File: src/pmt_pkg.sv
// package: constants for the power management timer block
`default_nettype none

package pmt_pkg;

  // ---------------------------------------------------------------
  // register offsets from the I/O base
  // ---------------------------------------------------------------
  localparam logic [3:0] OFS_STATUS = 4'h0;
  localparam logic [3:0] OFS_ENABLE = 4'h2;
  localparam logic [3:0] OFS_CTL_TWO = 4'h5;
  localparam logic [3:0] OFS_CTL_THREE = 4'h6;
  localparam logic [3:0] OFS_CTL_FOUR = 4'h7;
  localparam logic [3:0] OFS_CNT_LOW = 4'h8;
  localparam logic [3:0] OFS_CNT_MID = 4'h9;
  localparam logic [3:0] OFS_CNT_HIGH = 4'ha;

  // ---------------------------------------------------------------
  // field positions and reset values
  // ---------------------------------------------------------------
  localparam int FLAG_BIT = 0;
  localparam int ENABLE_BIT = 0;
  localparam int CNT_W = 24;
  localparam logic [CNT_W-1:0] CNT_RST = 24'h00_0000;
  localparam logic [7:0] REG_RST = 8'h00;
  localparam logic [7:0] RSVD_VALUE = 8'h00;

  // ---------------------------------------------------------------
  // timing
  // ---------------------------------------------------------------
  localparam int SYS_CLK_HZ = 100_000_000;
  localparam int REF_CLK_HZ = 3_579_545;
  // system clocks per reference period, rounded down
  localparam int REF_PERIOD_CYC = SYS_CLK_HZ / REF_CLK_HZ;

endpackage : pmt_pkg

`default_nettype wire

File: src/pmt_cnt_if.sv
// interface: link between timer control and the count register
`default_nettype none

interface pmt_cnt_if;
  logic advance;
  logic [pmt_pkg::CNT_W-1:0] count;
  logic carry_pulse;

  modport ctrl (
    output advance,
    input count,
    input carry_pulse
  );

  modport cnt (
    input advance,
    output count,
    output carry_pulse
  );
endinterface : pmt_cnt_if

`default_nettype wire

File: src/pmt_counter.sv
// module: 24-bit power management count register with carry detect
`default_nettype none

module pmt_counter (
  input wire logic clk_i,
  input wire logic rst_n_i,
  pmt_cnt_if.cnt cnt_if
);

  logic [pmt_pkg::CNT_W-1:0] count_q;
  logic [pmt_pkg::CNT_W-1:0] count_d;
  logic carry_q;
  logic carry_d;

  // ---------------------------------------------------------------
  // next count
  // ---------------------------------------------------------------
  always_comb begin
    count_d = count_q;
    if (cnt_if.advance) begin
      // wraps from all ones back to zero
      count_d = count_q + 24'h00_0001;
    end
    // no advance: value held, no reload on restart
    // top bit toggling in either direction is a carry event
    carry_d = count_d[pmt_pkg::CNT_W-1] ^ count_q[pmt_pkg::CNT_W-1];
  end

  always_ff @(posedge clk_i) begin
    if (!rst_n_i) begin
      count_q <= pmt_pkg::CNT_RST;
      carry_q <= 1'b0;
    end else begin
      count_q <= count_d;
      carry_q <= carry_d;
    end
  end

  assign cnt_if.count = count_q;
  assign cnt_if.carry_pulse = carry_q;

endmodule : pmt_counter

`default_nettype wire

File: src/pmt_timer.sv
// module: power management timer with its I/O-space register file
`default_nettype none

module pmt_timer (
  input wire logic clk_i,
  input wire logic rst_n_i,
  input wire logic reference_clock_input_i,
  input wire logic working_state_i,
  input wire logic [3:0] io_addr_i,
  input wire logic io_rd_i,
  input wire logic io_wr_i,
  input wire logic [7:0] io_wdata_i,
  output logic [7:0] io_rdata_o,
  output logic sci_n_o,
  output logic count_carry_flag_o
);

  // ---------------------------------------------------------------
  // address decode
  // ---------------------------------------------------------------
  function automatic logic hit(input logic [3:0] addr,
                               input logic [3:0] ofs);
    hit = (addr == ofs);
  endfunction : hit

  pmt_cnt_if cnt_if ();

  pmt_counter u_counter (
    .clk_i(clk_i),
    .rst_n_i(rst_n_i),
    .cnt_if(cnt_if)
  );

  logic ref_prev_q;
  logic ref_prev_d;
  logic flag_q;
  logic flag_d;
  logic enable_q;
  logic enable_d;
  logic [7:0] rdata_q;
  logic [7:0] rdata_d;
  logic sci_n_q;
  logic sci_n_d;
  logic clear_flag;

  // ---------------------------------------------------------------
  // reference clock edge and count enable
  // ---------------------------------------------------------------
  always_comb begin
    ref_prev_d = reference_clock_input_i;
    // one advance per rising edge, only in working state
    cnt_if.advance = reference_clock_input_i & ~ref_prev_q &
                     working_state_i;
  end

  // ---------------------------------------------------------------
  // status, enable and interrupt
  // ---------------------------------------------------------------
  always_comb begin
    clear_flag = io_wr_i & hit(io_addr_i, pmt_pkg::OFS_STATUS) &
                 io_wdata_i[pmt_pkg::FLAG_BIT];
    // a carry in the clearing cycle wins over the clear
    flag_d = cnt_if.carry_pulse | (flag_q & ~clear_flag);
    enable_d = enable_q;
    if (io_wr_i && hit(io_addr_i, pmt_pkg::OFS_ENABLE)) begin
      enable_d = io_wdata_i[pmt_pkg::ENABLE_BIT];
    end
    sci_n_d = ~(flag_d & enable_d);
  end

  // ---------------------------------------------------------------
  // read data; count bytes are taken from a single-domain register
  // ---------------------------------------------------------------
  always_comb begin
    rdata_d = rdata_q;
    if (io_rd_i) begin
      rdata_d = pmt_pkg::RSVD_VALUE;
      if (hit(io_addr_i, pmt_pkg::OFS_STATUS)) begin
        rdata_d[pmt_pkg::FLAG_BIT] = flag_q;
      end else if (hit(io_addr_i, pmt_pkg::OFS_ENABLE)) begin
        rdata_d[pmt_pkg::ENABLE_BIT] = enable_q;
      end else if (hit(io_addr_i, pmt_pkg::OFS_CNT_LOW)) begin
        rdata_d = cnt_if.count[7:0];
      end else if (hit(io_addr_i, pmt_pkg::OFS_CNT_MID)) begin
        rdata_d = cnt_if.count[15:8];
      end else if (hit(io_addr_i, pmt_pkg::OFS_CNT_HIGH)) begin
        rdata_d = cnt_if.count[23:16];
      end
    end
  end

  always_ff @(posedge clk_i) begin
    if (!rst_n_i) begin
      ref_prev_q <= 1'b0;
      flag_q <= 1'b0;
      enable_q <= 1'b0;
      rdata_q <= pmt_pkg::REG_RST;
      sci_n_q <= 1'b1;
    end else begin
      ref_prev_q <= ref_prev_d;
      flag_q <= flag_d;
      enable_q <= enable_d;
      rdata_q <= rdata_d;
      sci_n_q <= sci_n_d;
    end
  end

  assign io_rdata_o = rdata_q;
  assign sci_n_o = sci_n_q;
  assign count_carry_flag_o = flag_q;

endmodule : pmt_timer

`default_nettype wire

File: config.mk
export PLATFORM = sky130hd
export DESIGN_NAME = pmt_timer
export DESIGN_NICKNAME = d
export VERILOG_FILES = /design/src/pmt_pkg.sv /design/src/pmt_cnt_if.sv /design/src/pmt_counter.sv /design/src/pmt_timer.sv
export SDC_FILE = /design/constraint.sdc
export NUM_CORES = 1
export LEC_CHECK = 0
export ABC_CLOCK_PERIOD_IN_PS = 4600
export CORE_ASPECT_RATIO = 0.75
export CORE_MARGIN = 2
export CORE_UTILIZATION = 40
export DETAILED_ROUTE_END_ITERATION = 8
export DONT_BUFFER_PORTS = 1
export PLACE_DENSITY_LB_ADDON = 0.08
export SETUP_SLACK_MARGIN = 0.15
export SYNTH_ARGS = -nofsm -noshare
export SYNTH_HDL_FRONTEND = slang
export SYNTH_SLANG_ARGS = --single-unit
File: constraint.sdc
create_clock -name clk_i -period 4.6 [get_ports clk_i]
set_input_delay 0 -clock clk_i [delete_from_list [all_inputs] [get_ports clk_i]]
set_output_delay 0 -clock clk_i [all_outputs]
set_load 0.03 [all_outputs]
# After elaboration in Yosys (flattened, before gate mapping)
# Index checks and enable logic that the tools add are counted.
[totals] ff_bits=37 latchBits=0 mem_bits_rw=0 mem_bits_ro=0 input_bits=18 output_inout_bits=10 word_cells=35 mem_count=0
[op_classes] n_addsub=1 mul=0 div_mod_pow=0 n_lt_le_gt_ge=0 eq_ne=4 n_shift=0 mux=9 bitwise_logic=11 reduce_logical=2
[op_table] operator="$add 24x1->24 const B" n=1
[op_table] operator="$mux 24" n=1
[op_table] operator="$mux 8" n=3
[op_table] operator="$mux 7" n=2
[op_table] operator="$eq 4x4->1 const B" n=3
[op_table] operator="$and 1x1->1" n=6
[op_table] operator="$eq 4x2->1 const B" n=1
[op_table] operator="$logic_not 4->1" n=1
[op_table] operator="$mux 1" n=3
[op_table] operator="$not 1->1" n=3
[op_table] operator="$logic_and 1x1->1" n=1
[op_table] operator="$or 1x1->1" n=1
[op_table] operator="$xor 1x1->1" n=1

# Depth between registers and ports, before layout
[depth] depth_word=8 depth_mapped=6

# Hierarchy
# A second synthesis with hierarchy kept.
[unflattened] hier_cells=214 area_unflattened_um2=1784.2
[modules_own_cells] mod="pmt_counter" n_inst=1 cells_each=128 area_each_um2=1107.3
[modules_own_cells] mod="pmt_timer" n_inst=1 cells_each=86 area_each_um2=676.9

# Worst setup path before layout
# No wires, ideal clock.
[synth_timing] path_kind="reg2reg" from="reg u_counter.count_q (netlist bit u_counter.cnt_if.count[0])" to="reg u_counter.count_q (netlist bit u_counter.cnt_if.count[20])" arrival_time_ns=1.875 required_time_ns=4.541 setup_slack_ns=2.666 path_stages_with_launch=7 n_path_buf=1 synth_period_minus_slack_ns=1.934 path_cell_list="dfxtp_1 > ha_1 > nand4b_1 > or4_1 > clkbuf_1 > or4_1 > nand2_1"
[synth_between] elab_chain_len=1
[synth_lines] item="start: declaration" line="pmt_counter.sv:10" text="logic [pmt_pkg::CNT_W-1:0] count_q;"
[synth_lines] item="start signal: assignment" line="pmt_counter.sv:31" text="count_q <= pmt_pkg::CNT_RST;"
[synth_lines] item="start signal: assignment" line="pmt_counter.sv:34" text="count_q <= count_d;"
[synth_lines] item="$add 24x1->24" line="pmt_counter.sv:22" text="count_d = count_q + 24'h00_0001;"
# Every way passes these cells.
# A chain may end at the register's enable or synchronous reset.

# Final worst setup path
[layout_timing] from="reg u_counter.count_q (netlist bit u_counter.cnt_if.count[0])" to="reg u_counter.count_q (netlist bit u_counter.cnt_if.count[18])"
# Same word-level chain as after synthesis.

==> summary.md <==
| Metric | Value |
|---|---|
| Status | completed |
| RePlAce Congestion | 0.796 |
| HP Class | input port to flop |
| Row count | 21 |
| Fill count | approximately 430 |
| CP startpoint kind | flop |
| Root Driver | clkbuf_8 |
| WP data required | 4800 ps |
| Slowest stage delay, CP | ~700 ps |
| Sink Count | 37 |
| Mean post-synth cell area | roughly 8.3 sq um |
| Die Y | just over 60 um |
| Ys flop type | dfxtp_1 |
| Global-route wire length before repair | about 7200 um |
| Max-cap violation count | 0 |
| PostCTS Resize Cnt | 0 |
| Arrival @ worst endpoint | 2420 ps |
| Mapped Nets | 238 |
| Full die area | about 5100 sq um |
| CTS tree | done |
| Slowest stage cell, crit path | or4_1 |
| Asr flop ratio synth | 0 |
| Setup tns final | 0 ps |
| Hold path depth | 3 |
| HP Start | io_addr_i[0] |
| Routed WL | 4280 um |
| HPWL Detailed | about 3000 um |
| Worst R2R Start | u_counter.cnt_if.count[0] |
| Max IR drop VDD | roughly 0.2 mV |
| Worst path depth | 5 |
| F_max | about 0.45 GHz |
| Reg2reg end | u_counter.cnt_if.count[18] |
| Power density over the cells | between 300 and 400 nW/um^2 |
| Kind of critical path | flop to flop |
| CTS max path bufs | 2 |
| Seq cells post-synth | 37 |
| Crit path time final | roughly 2200 ps |
| Setup Viol. Count Final | 0 |
| Post-synth EDFFs | 0 |
| Port Buffers | 0 |
| Vias in the first global route | approximately 1500 |
| Family with the most delay on the worst path | simple AND/OR/NAND/NOR gates |
| Syn Inst Count | about 220 |
| Total CTS buffers | 5 |
| Diodes inserted | 0 |
| Synth Cell Area | 1810 sq um |
| I/O pins | 28 |
| Peak fanout along the critical path | 8 |
| Final count of hold timing violations | 0 |
| Leak Pwr | ~0.63 nW |
| Clock skew | 8.63 ps |
| Slew Viols, Final | 0 |
| Synth top area share | 0.409 |
| Share of cells above drive strength 1 | 0.0489 |
| Clk_lat worst skew | 290 ps |
| CORE AREA | about 4400 sq um |
| Synthesis Warnings | 0 |
| Crit path capture type | flop |
| Reg2reg setup slack | 2380 ps |
| CTS clk-pin slew, worst paths | ~80 ps |
| Post-DP Area | ~1800 sq um |
| Worst Reg-to-Reg Cells | 5 |
| Most frequent cell after synthesis | dfxtp_1 |
| Post-synth top area cell | dfxtp_1 |
| Nets | 243 |
| Initial antenna violation count | 0 |
| First-pass DRT Iterations | 4 |
| Worst Max-Slew Pin Slew | between 900 and 1000 ps |
| Horiz. Die Dim | a little over 80 um |
| Initial DRC count | between 100 and 150 |
| Crit-path cells | ha_1, nand4b_1, or4_1, or3_1, a21oi_1 |
| Post-route cell area | between 2000 and 2500 sq um |
| DRT antenna net count | 0 |
| H-tree Lvls | 2 |
| Synth top cells by count | dfxtp_1 (37), a21oi_1 (24), nand2_1 (17) |
| Rel. slew slack | 0.389 |
| Area grow syn2layout | 12.7% |
| Seq/Total Area, Yosys | 0.409 |
| Vias per cell | about 5.7 |
| Crit share post-route | 0.482 |
| Crit path buf inv count | 0 |
| Total grt overflow | 0 |
| RSZ-0062 raised after global routing | no |
| Netlist cell types | 37 |
| Vias | approximately 1600 |
| Starting density of the core | 0.410 |
| Largest net degree at the start of global routing | 31 |
| Hold path endpoint | io_rdata_o[5] |
| Post-CTS setup buffers | 0 |
| DRC viols | 0 |
| Overall Power | ~0.00063 W |
| DR WL/cell | about 15 um |
| GRT Resource Usage Total | 0.185 |
| Top post-synthesis cells by area | dfxtp_1 (41%), a21oi_1 (6.6%), xnor2_1 (3.9%) |
==> per-layer routing <==
layer  global-route usage  up-vias  wire [um]  part of all wire
met2                0.259       30       1860              0.43
met4               0.0667        0         72             0.017
li1                     -      798          -                 -
met1                0.260      758       2110              0.49
met5                    0        -          0                 0
met3               0.0669        8        236             0.055
==> report_power, final <==
| part | total, W | internal, W | switching (W) | leakage, nW |
|---|---|---|---|---|
| Combinational | 0.0000274 | 0.0000126 | 0.0000148 | 0.278 |
| Sequential | 0.000328 | 0.000323 | 0.00000542 | 0.299 |
| Clock | 0.000278 | 0.000163 | 0.000116 | 0.0554 |
| Total | 0.000634 | 0.000498 | 0.000136 | 0.632 |
==> worst max-delay path by stage <==
stage                              start                    endpoint
6_report       u_counter.cnt_if.count[0]  u_counter.cnt_if.count[18]
5_1_grt        u_counter.cnt_if.count[0]  u_counter.cnt_if.count[16]
4_1_cts        u_counter.cnt_if.count[0]  u_counter.cnt_if.count[18]
3_5_place_dp   u_counter.cnt_if.count[0]  u_counter.cnt_if.count[18]
3_3_place_gp   u_counter.cnt_if.count[0]  u_counter.cnt_if.count[16]
2_1_floorplan  u_counter.cnt_if.count[0]  u_counter.cnt_if.count[20]
==> cells by family (layout without fill, tap and decap cells) <==
logic type	after synthesis	count (layout)	share of synthesized area
fa+ha+maj	1	1	0.00690
compound gates	49	49	0.162
buf+inv	24	30	0.0539
simple gates	94	94	0.298
xor+xnor	11	11	0.0532
mux	3	3	0.0166
flops	37	37	0.409
==> final cells by class <==
class                           count  area (sq um)  area share
Tap cell                           57          71.3      0.0349
Clock inverter                      2          38.8      0.0190
Timing Repair Buffer               10           100      0.0490
Multi-Input combinational cell    158           973       0.477
Inverter                           12          45.0      0.0221
Clock buffer                        6          72.6      0.0355
Sequential cell                    37           741       0.363
==> what timing repair did <==
action | CTS | global route
endpoints found under the hold margin | 16 | 0
hold buffers | 10 | 0
setup endpoints to repair | 0 | 0
==> layout by cell type, fill, tap and decap left out, types with 2 or more instances in the layout <==
master         count
a21oi_1           24
and2_1             3
and4_1             2
clkbuf_8           5
dfxtp_1           37
dlygate4sd3_1     10
inv_1             12
mux2i_1            3
nand2_1           17
nand2b_1           8
nand3_1            6
nand4_1            7
nor2_1            14
nor2b_1            7
nor3_1             5
nor4_1             3
o211ai_1           2
o21ai_0            7
o221ai_1           6
o22ai_1            2
o31ai_1            6
or3_1              7
or4_1              7
xnor2_1            8
xor2_1             3
==> stage by stage <==
stage / instances / utilization / hold WS [ps] / setup slack [ps]
after global placement: 264 / 0.415 / 105 / 2450
after global routing: 282 / 0.463 / 27.1 / 2180
after CTS: 282 / 0.463 / 3.76 / 2370
after floorplan: 219 / - / 122 / 2670
after detailed placement: 264 / 0.415 / 98.9 / 2400
final: 282 / 0.463 / 11.4 / 2380
==> registers in the layout (all words and copies together), names as in the netlist <==
name and count:
count_carry_flag_o 1, enable_q 1, io_rdata_o 8, ref_prev_q 1, sci_n_o 1, u_counter.cnt_if.carry_pulse 1, u_counter.cnt_if.count 24
==> worst register-to-register path: stages, from the launching register on <==
cell	delay (ps)
dfxtp_1	430
ha_1	210
nand4b_1	290
or4_1	700
or3_1	360
a21oi_1	150
Power figures use the tool's default switching activity.
